==> src/hsr_pkg.sv <==
/*
  shared constants and types for the high-speed two-wire write receiver:
  address and control byte layout, channel register widths, reset values,
  receive phases.
  assumes nothing beyond a SystemVerilog-2012 compiler.
*/
package hsr_pkg;

  // channel geometry
  localparam int NUM_CH = 4;
  localparam int DATA_W = 12;
  localparam int PD_W = 2;
  localparam int CH_W = PD_W + DATA_W;
  localparam int SEL_W = 2;

  // address byte: fixed part, pin part, direction bit
  localparam logic [4:0] ADDR_FIXED = 5'h13;
  localparam int ADDR_FIX_LSB = 3;
  localparam int ADDR_PIN_LSB = 1;
  localparam int ADDR_RW_BIT = 0;
  localparam logic ADDR_RW_WRITE = 1'h0;

  // high-speed master code: top five bits, low three are free
  localparam logic [4:0] MCODE_TOP = 5'h01;
  localparam int MCODE_LSB = 3;

  // control byte fields
  localparam int CTRL_KIND_BIT = 0;
  localparam int CTRL_SEL_LSB = 1;
  localparam int CTRL_LOAD_LSB = 4;
  localparam logic [1:0] LOAD_SEL = 2'h1;
  localparam int LOAD_ALL_BIT = 1;

  // data byte fields
  localparam int PD_HI_LSB = 6;
  localparam int LOW_NIB_LSB = 4;

  // bit counting
  localparam logic [3:0] BITS_PER_BYTE = 4'h8;

  // reset values
  localparam logic [CH_W-1:0] CH_RST = 14'h0000;
  localparam logic [PD_W-1:0] PD_NORMAL = 2'h0;
  localparam logic [3:0] LINE_IDLE = 4'hc;

  typedef enum logic [3:0] {
    PH_IDLE,
    PH_MCODE,
    PH_ADDR,
    PH_CTRL,
    PH_HIGH,
    PH_LOW,
    PH_PDHI,
    PH_PDLO,
    PH_IGNORE
  } hsr_phase_t;

endpackage

==> src/hsr_ifs.sv <==
/*
  interfaces between the receiver's own modules: the synchronised line view
  and the channel write port.
  assumes hsr_pkg is compiled first.
*/
`timescale 1ns/1ps
`default_nettype none

// synchronised bus levels and detected line events
interface hsr_line_if;
  logic scl;
  logic sda;
  logic scl_rise;
  logic scl_fall;
  logic start_det;
  logic stop_det;
  logic [1:0] addr;
  modport src (output scl, sda, scl_rise, scl_fall, start_det, stop_det, addr);
  modport snk (input scl, sda, scl_rise, scl_fall, start_det, stop_det, addr);
endinterface

// one write/update strobe broadcast to every channel
interface hsr_wr_if;
  logic hold_en;
  logic upd;
  logic pd_only;
  logic [hsr_pkg::SEL_W-1:0] sel;
  logic [1:0] load;
  logic [hsr_pkg::DATA_W-1:0] data;
  logic [hsr_pkg::PD_W-1:0] pd;
  modport drv (output hold_en, upd, pd_only, sel, load, data, pd);
  modport chan (input hold_en, upd, pd_only, sel, load, data, pd);
endinterface

`default_nettype wire

==> src/hsr_link_sync.sv <==
/*
  two-flop synchroniser for the bus pins and address pins, plus edge and
  start/stop detection on the synchronised levels.
  assumes core_clk is several times faster than the bus clock.
*/
`timescale 1ns/1ps
`default_nettype none

module hsr_link_sync
  import hsr_pkg::*;
(
  input wire logic core_clk,
  input wire logic rst_n,
  input wire logic scl_i,
  input wire logic sda_i,
  input wire logic addr_pin_hi,
  input wire logic addr_pin_lo,
  hsr_line_if.src line
);

  logic [3:0] meta_q;
  logic [3:0] sync_q;
  logic scl_prev_q;
  logic sda_prev_q;

  // bus pins idle high, address pins reset low; the first stage is read only by the second
  always_ff @(posedge core_clk or negedge rst_n) begin
    if (!rst_n) begin
      meta_q <= LINE_IDLE;
      sync_q <= LINE_IDLE;
      scl_prev_q <= 1'b1;
      sda_prev_q <= 1'b1;
    end else begin
      meta_q <= {scl_i, sda_i, addr_pin_hi, addr_pin_lo};
      sync_q <= meta_q;
      scl_prev_q <= sync_q[3];
      sda_prev_q <= sync_q[2];
    end
  end

  // events: sda moving while scl stays high marks start or stop
  assign line.scl = sync_q[3];
  assign line.sda = sync_q[2];
  assign line.addr = sync_q[1:0];
  assign line.scl_rise = sync_q[3] & ~scl_prev_q;
  assign line.scl_fall = ~sync_q[3] & scl_prev_q;
  assign line.start_det = scl_prev_q & sync_q[3] & sda_prev_q & ~sync_q[2];
  assign line.stop_det = scl_prev_q & sync_q[3] & ~sda_prev_q & sync_q[2];

endmodule

`default_nettype wire

==> src/hsr_chan.sv <==
/*
  one channel: holding register and output register, each power-down bits
  over conversion data.
  assumes write and update strobes are single-cycle pulses.
*/
`timescale 1ns/1ps
`default_nettype none

module hsr_chan
  import hsr_pkg::*;
#(
  parameter logic [SEL_W-1:0] CH_IDX = 2'h0
) (
  input wire logic core_clk,
  input wire logic rst_n,
  hsr_wr_if.chan wr,
  output logic [CH_W-1:0] hold_q,
  output logic [CH_W-1:0] out_q
);

  logic hit;
  logic out_en;
  logic [CH_W-1:0] hold_d;

  // a data write clears the power-down bits; a power-down write keeps data
  assign hit = (wr.sel == CH_IDX);
  assign hold_d = !(wr.hold_en && hit) ? hold_q :
                  wr.pd_only ? {wr.pd, hold_q[DATA_W-1:0]} : {PD_NORMAL, wr.data};
  assign out_en = wr.upd && (((wr.load == LOAD_SEL) && hit) || wr.load[LOAD_ALL_BIT]);

  always_ff @(posedge core_clk or negedge rst_n) begin
    if (!rst_n) begin
      hold_q <= CH_RST;
      out_q <= CH_RST;
    end else begin
      hold_q <= hold_d;
      if (out_en) begin
        out_q <= hold_d;
      end
    end
  end

endmodule

`default_nettype wire

==> src/hsr_hs_write_rx.sv <==
/*
  high-speed write receiver of a quad 12-bit converter's two-wire slave:
  master code detection, address and control bytes, data pairs and
  power-down words, channel holding and output registers.
  assumes scl/sda come from pins (open drain, pulled up) and the bus clock is
  at most an eighth of core_clk; the sda driver is resolved outside.
*/
// What this block does
// - master code is never acknowledged
// - own write address gets acknowledged
// - address is 10011, pins, write bit
// - control byte acknowledged, fields decoded
// - control lsb picks power-down or data
// - data pairs repeat until stop/restart
// - power-down mode takes exactly two bytes
// - high byte is bits 11..4
// - low byte nibble is bits 3..0
// - power-down high byte top two bits
// - power-down low byte acknowledged, then end
// - update at falling edge ending ack
// - each channel holds 14-bit register
`timescale 1ns/1ps
`default_nettype none

module hsr_hs_write_rx
  import hsr_pkg::*;
(
  input wire logic core_clk,
  input wire logic rst_n,
  input wire logic scl_i,
  input wire logic sda_i,
  input wire logic addr_pin_hi,
  input wire logic addr_pin_lo,
  output logic sda_o,
  output logic sda_oe_n,
  output logic hs_mode,
  output logic wr_done,
  output logic [hsr_pkg::NUM_CH*hsr_pkg::CH_W-1:0] chan_hold,
  output logic [hsr_pkg::NUM_CH*hsr_pkg::CH_W-1:0] chan_out
);

  hsr_line_if line ();
  hsr_wr_if wr ();

  hsr_phase_t phase_q, phase_d;
  logic [7:0] shift_q;
  logic [3:0] bit_cnt_q;
  logic ack_q;
  logic drive_q;
  logic hs_q;
  logic pend_data_q;
  logic pend_pd_q;
  logic upd_q;
  logic [SEL_W-1:0] sel_q;
  logic [1:0] load_q;
  logic [7:0] data_hi_q;
  logic [3:0] data_lo_q;
  logic [PD_W-1:0] pd_q;

  logic byte_done;
  logic ack_end;
  logic mcode_match;
  logic addr_match;
  logic want_ack;
  logic pend_any;

  // pin synchroniser and line event detector
  hsr_link_sync u_sync (
    .core_clk(core_clk),
    .rst_n(rst_n),
    .scl_i(scl_i),
    .sda_i(sda_i),
    .addr_pin_hi(addr_pin_hi),
    .addr_pin_lo(addr_pin_lo),
    .line(line)
  );

  // byte boundaries: eighth bit taken, then the ack slot ends on the next fall
  assign byte_done = line.scl_fall && !ack_q && (bit_cnt_q == BITS_PER_BYTE);
  assign ack_end = line.scl_fall && ack_q;
  assign pend_any = pend_data_q || pend_pd_q;

  // byte decoders
  assign mcode_match = (shift_q[7:MCODE_LSB] == MCODE_TOP);
  // fixed bits, pin bits, write bit
  assign addr_match = (shift_q[7:ADDR_FIX_LSB] == ADDR_FIXED) &&
                      (shift_q[ADDR_PIN_LSB+1:ADDR_PIN_LSB] == line.addr) &&
                      (shift_q[ADDR_RW_BIT] == ADDR_RW_WRITE);

  assign want_ack = (phase_q == PH_ADDR) ? addr_match :
                    (phase_q == PH_CTRL) || (phase_q == PH_HIGH) || (phase_q == PH_LOW) ||
                    (phase_q == PH_PDHI) || (phase_q == PH_PDLO);

  // next receive phase, evaluated at byte end and on line events
  always_comb begin
    phase_d = phase_q;
    if (line.stop_det) begin
      phase_d = PH_IDLE;
    end else if (line.start_det) begin
      phase_d = hs_q ? PH_ADDR : PH_MCODE;
    end else if (byte_done) begin
      unique case (phase_q)
        PH_IDLE: phase_d = PH_IDLE;
        PH_MCODE: phase_d = PH_IGNORE;
        PH_ADDR: phase_d = addr_match ? PH_CTRL : PH_IGNORE;
        PH_CTRL: phase_d = shift_q[CTRL_KIND_BIT] ? PH_PDHI : PH_HIGH;
        PH_HIGH: phase_d = PH_LOW;
        PH_LOW: phase_d = PH_HIGH;
        PH_PDHI: phase_d = PH_PDLO;
        PH_PDLO: phase_d = PH_IGNORE;
        PH_IGNORE: phase_d = PH_IGNORE;
      endcase
    end
  end

  // bit sampling on scl rise; ack slot spans one full scl low-high-low
  always_ff @(posedge core_clk or negedge rst_n) begin
    if (!rst_n) begin
      shift_q <= 8'h00;
      bit_cnt_q <= 4'h0;
      ack_q <= 1'b0;
      drive_q <= 1'b0;
    end else if (line.start_det || line.stop_det) begin
      bit_cnt_q <= 4'h0;
      ack_q <= 1'b0;
      drive_q <= 1'b0;
    end else if (byte_done) begin
      ack_q <= 1'b1;
      drive_q <= want_ack;
      bit_cnt_q <= 4'h0;
    end else if (ack_end) begin
      ack_q <= 1'b0;
      drive_q <= 1'b0;
    end else if (line.scl_rise && !ack_q && (bit_cnt_q != BITS_PER_BYTE)) begin
      shift_q <= {shift_q[6:0], line.sda};
      bit_cnt_q <= bit_cnt_q + 4'h1;
    end
  end

  // phase and speed mode
  always_ff @(posedge core_clk or negedge rst_n) begin
    if (!rst_n) begin
      phase_q <= PH_IDLE;
      hs_q <= 1'b0;
    end else begin
      phase_q <= phase_d;
      if (line.stop_det) begin
        hs_q <= 1'b0;
      end else if (byte_done && (phase_q == PH_MCODE) && mcode_match) begin
        // master code seen in slow mode
        hs_q <= 1'b1;
      end
    end
  end

  // control fields latched when the control byte completes
  always_ff @(posedge core_clk or negedge rst_n) begin
    if (!rst_n) begin
      sel_q <= 2'h0;
      load_q <= 2'h0;
    end else if (byte_done && (phase_q == PH_CTRL)) begin
      sel_q <= shift_q[CTRL_SEL_LSB+1:CTRL_SEL_LSB];
      load_q <= shift_q[CTRL_LOAD_LSB+1:CTRL_LOAD_LSB];
    end
  end

  // data bytes; the low nibble of the low byte is dropped
  always_ff @(posedge core_clk or negedge rst_n) begin
    if (!rst_n) begin
      data_hi_q <= 8'h00;
      data_lo_q <= 4'h0;
      pd_q <= PD_NORMAL;
    end else if (byte_done) begin
      if (phase_q == PH_HIGH) begin
        data_hi_q <= shift_q;
      end
      if (phase_q == PH_LOW) begin
        data_lo_q <= shift_q[7:LOW_NIB_LSB];
      end
      if (phase_q == PH_PDHI) begin
        pd_q <= shift_q[7:PD_HI_LSB];
      end
    end
  end

  // a pending write waits for the ack to finish, so a restart inside the
  // ack slot drops it rather than updating with a half-seen acknowledge
  always_ff @(posedge core_clk or negedge rst_n) begin
    if (!rst_n) begin
      pend_data_q <= 1'b0;
      pend_pd_q <= 1'b0;
      upd_q <= 1'b0;
    end else begin
      upd_q <= ack_end && pend_any;
      if (line.start_det || line.stop_det || ack_end) begin
        pend_data_q <= 1'b0;
        pend_pd_q <= 1'b0;
      end else if (byte_done) begin
        pend_data_q <= (phase_q == PH_LOW);
        // low power-down byte closes the word
        pend_pd_q <= (phase_q == PH_PDLO);
      end
    end
  end

  // remember which kind of write the strobe carries
  logic pd_kind_q;
  always_ff @(posedge core_clk or negedge rst_n) begin
    if (!rst_n) begin
      pd_kind_q <= 1'b0;
    end else if (ack_end && pend_any) begin
      pd_kind_q <= pend_pd_q;
    end
  end

  // channel strobe after the ack's falling edge
  assign wr.hold_en = upd_q;
  assign wr.upd = upd_q;
  assign wr.pd_only = pd_kind_q;
  assign wr.sel = sel_q;
  assign wr.load = load_q;
  assign wr.data = {data_hi_q, data_lo_q};
  assign wr.pd = pd_q;

  // one channel register pair per select code
  for (genvar i = 0; i < NUM_CH; i++) begin : g_chan
    hsr_chan #(
      .CH_IDX(SEL_W'(i))
    ) u_chan (
      .core_clk(core_clk),
      .rst_n(rst_n),
      .wr(wr),
      .hold_q(chan_hold[i*CH_W +: CH_W]),
      .out_q(chan_out[i*CH_W +: CH_W])
    );
  end

  // open drain: data low is the only level we ever drive
  always_ff @(posedge core_clk or negedge rst_n) begin
    if (!rst_n) begin
      sda_o <= 1'b0;
      sda_oe_n <= 1'b1;
      hs_mode <= 1'b0;
      wr_done <= 1'b0;
    end else begin
      sda_o <= 1'b0;
      sda_oe_n <= !drive_q;
      hs_mode <= hs_q;
      wr_done <= upd_q;
    end
  end
endmodule

`default_nettype wire

==> config.mk <==
export PLATFORM = sky130hd
export DESIGN_NAME = hsr_hs_write_rx
export DESIGN_NICKNAME = d
export VERILOG_FILES = /design/src/hsr_pkg.sv /design/src/hsr_ifs.sv /design/src/hsr_link_sync.sv /design/src/hsr_chan.sv /design/src/hsr_hs_write_rx.sv
export SDC_FILE = /design/constraint.sdc
export NUM_CORES = 1
export LEC_CHECK = 0
export BUFFER_PORTS_ARGS = -buffer_cell sky130_fd_sc_hd__buf_2
export CAP_MARGIN = 25
export CORE_AREA = 5 5 135 112
export CTS_CLUSTER_SIZE = 20
export DETAILED_ROUTE_END_ITERATION = 6
export DIE_AREA = 0 0 140 117
export PLACE_DENSITY = 0.85
export RECOVER_POWER = 25
export SYNTH_ARGS = -nofsm -noshare
export SYNTH_HDL_FRONTEND = slang
export SYNTH_SLANG_ARGS = --single-unit
==> constraint.sdc <==
create_clock -name core_clk -period 1.7 [get_ports core_clk]
set_input_delay 0 -clock core_clk [delete_from_list [all_inputs] [get_ports core_clk]]
set_output_delay 0 -clock core_clk [all_outputs]
set_load 0.02 [all_outputs]
==> reports/metrics.cfg <==
[status]
outcome = finished with violations
violations = negative setup slack

[pwr]
power_density_nw_per_um2 = 991
ir_drop_mv = 0.794
leakage_nw = 4.58

[timing]
setup_viol = 48
layout_setup_ws_ps = -166
rsz0062_at_grt = yes
min_period_ps = 1870
fmax_ghz = 0.536
worstMarginPinSlew_ps = 1420
whs_ps = 216
finClkSkew_ps = 9.39
relSlewSlack_pct = 5.42
finalCritPeriodShare_pct = 110
hold_viol_final = 0
slew_violations = 0

[floorplan]
die_area_um2 = 16400
row_count = 39
core_um2 = 13800
fp.dieH_um = 117
start_util_pct = 48.3
fp.dieW_um = 140
ios = 122

[critical_path]
path_cells = or3b_4 > nor2_8 > clkbuf_16 > mux2_4 > mux2_4
worstSetupEndpointType = flop
path_common_cell = mux2_4
path_class = reg -> reg
start_kind = flop
crit_slowest_cell = or3b_4
cpPeakStageDelay_ps = 430
crit_required_ps = 2000
worstPathArrival_ps = 2170
worstPathMaxFanout = 5

[synthesis]
synthSimpleGateAreaFrac_pct = 5.14
seq_area_frac_synth_pct = 62.6
yosys_warnings = 0
syn_nets = 443
synth_area_um2 = 6650
synth_area_per_cell_um2 = 15.3
synth_adder_area_share_pct = 0.376
synth_xor_area_share_pct = 0.922
synth_flop_cell = dfrtp_1
syn_inst = 435
synth_compound_area_share_pct = 3.88
synthArstFlopShare_pct = 100
netlist-cell-type-count = 51
synth_edf_count = 0
synth_top_family_by_area = multiplexers
synth_mux_area_share_pct = 24.4
synth_seq_cells = 166

[drt]
drt_wl_total_um = 17200
wl_per_cell_um = 21.1
vias_per_cell = 5.27
post-route-drc-count = 0
num_vias = 4286
drtAntennaViolNets = 0
first_iter_violations = 195
drt-pass1-iter-count = 4

[cells_and_area]
final_util_pct = 64.7
seq_area_um2 = 4160
multi_input_area_um2 = 2680
n_antenna_cell = 0
fillers = 976
areaGrowthSynthToFinish_pct = 33.8
layout-drive-gt1-share_pct = 59.6
layout.nets = 625

[cts]
cts-buffers-inserted = 17
clockBufferDepth = 2
htreeDepth = 4
clk_latency_ps = 420
tritoncts = done
root_buffer = clkbuf_16
cts_sinks = 166
clkTransAtPathRegs_ps = 60

[placement]
gp_congestion = 0.805
place_hpwl_um = 11400
io_buffers = 120

[global_route]
antenna_found_initial = 0
grt_start_max_net_pins = 54
grt_pass1_vias = 4568
overflow = 0
grt.total_usage_pct = 20.3
grt_pass1_wl_um = 25500

[run]
maxCapViolations = 0

[hold_path]
min_path_type = in -> reg

[worst paths after layout]
path                             startpoint  cells after the start                         end  slack, ps
setup reg to reg                   sel_q[0]                      5   g_chan[0].u_chan.out_q[2]       -170
min in group asynchronous             rst_n                      2  g_chan[3].u_chan.hold_q[1]        450
hold / removal                        scl_i                      2            u_sync.meta_q[3]        220
setup / recovery                   sel_q[0]                      5   g_chan[0].u_chan.out_q[2]       -170
hold reg to reg            u_sync.meta_q[1]                      0            u_sync.sync_q[1]        350
max in group asynchronous             rst_n                      3   g_chan[0].u_chan.out_q[4]        270
[sequential cells by signal, indices dropped and copies added, names as in the netlist, 2 cells and up]
name / count
u_sync.sync_q: 4
load_q: 2
phase_q: 4
data_hi_q: 8
g_chan.u_chan.out_q: 56
sel_q: 2
g_chan.u_chan.hold_q: 56
bit_cnt_q: 4
shift_q: 8
data_lo_q: 4
pd_q: 2
u_sync.meta_q: 4
[through the flow]
step	setup WS, ps	instances	setup TNS, ps	power, mW	cell area, µm²
global placement	-131	768	-3380	4.91	7830
finish	-166	813	-4390	8.81	8900
CTS	-134	807	-3890	8.82	8610
floorplan	-159	435	-2080	4.55	6700
global route	-186	813	-7900	9.13	8900
detailed placement	-188	768	-5760	4.97	7830
[power by group]
group	leakage (nW)	switching [mW]	internal, mW	total (mW)
sequential	2.27	0.107	4.10	4.21
clock	0.279	1.52	2.29	3.81
combinational	2.04	0.431	0.370	0.801
total	4.58	2.06	6.76	8.81
[synthesized netlist by cell type, drive strengths merged (2+ instances only)]
| cell type | count | area (µm²) |
|---|---|---|
| a21oi | 4 | 20.0 |
| a32o | 3 | 30.0 |
| a32oi | 2 | 17.5 |
| a41oi | 2 | 17.5 |
| buf | 14 | 118 |
| clkbuf | 4 | 15.0 |
| dfrtp | 159 | 3980 |
| dfstp | 7 | 184 |
| ha | 2 | 25.0 |
| inv | 12 | 45.0 |
| mux2 | 131 | 1610 |
| nand2 | 19 | 71.3 |
| nand2b | 2 | 12.5 |
| nand3 | 6 | 35.0 |
| nand3b | 5 | 37.5 |
| nor2 | 8 | 51.3 |
| nor2b | 3 | 18.8 |
| nor3 | 4 | 25.0 |
| nor4b | 2 | 17.5 |
| o211ai | 2 | 15.0 |
| o21ai | 19 | 106 |
| or2 | 3 | 21.3 |
| or3b | 2 | 17.5 |
| xnor2 | 2 | 17.5 |
| xor2 | 5 | 43.8 |
[layout by cell type (no fill, tap or decap), drive strengths merged, types with 6 or more instances in the layout]
master  count
mux2      131
clkbuf     24
nand3       6
dfrtp     159
buf       173
dfstp       7
nor2        8
nand2      19
o21ai      19
inv        14
[worst max-delay path, delay by kind of cell, from the launching register on]
family | cells | cell delay (ps)
and+or+nand+nor | 2 | 600
DFF | 1 | 400
buffers and inverters | 1 | 180
muxes | 2 | 570
[layout make-up]
type	count	share of cell area [%]
well taps	184	2.59
clock inverters	9	1.32
flip-flops and latches	166	46.8
inverters	12	0.506
clock buffers	22	5.33
repair buffers	180	13.3
multi-input cells	240	30.1
[routing by layer]
metal,up-vias,track usage (%),part of all wire (%)
met4,0,6.07,1.7
li1,1904,-,-
met1,2213,25.8,41
met3,25,5.69,6.5
met2,144,34.7,51
met5,-,0,0
[timing repair]
action	in CTS	in global routing
hold buffers	5	0
hold endpoints to repair	163	0
buffers inserted	3	4
gates resized for setup	32	54
setup endpoints to repair	56	71
cloned	0	2
pin swaps	4	7
[logic make-up after synthesis]
| group | Yosys count |
|---|---|
| compound gates | 38 |
| buf+inv | 30 |
| simple gates | 59 |
| mux | 132 |
| fa+ha+maj | 2 |
| flops | 166 |
| other cells | 1 |
| xor+xnor | 7 |
No activity file was read; power rests on OpenSTA's default activity.
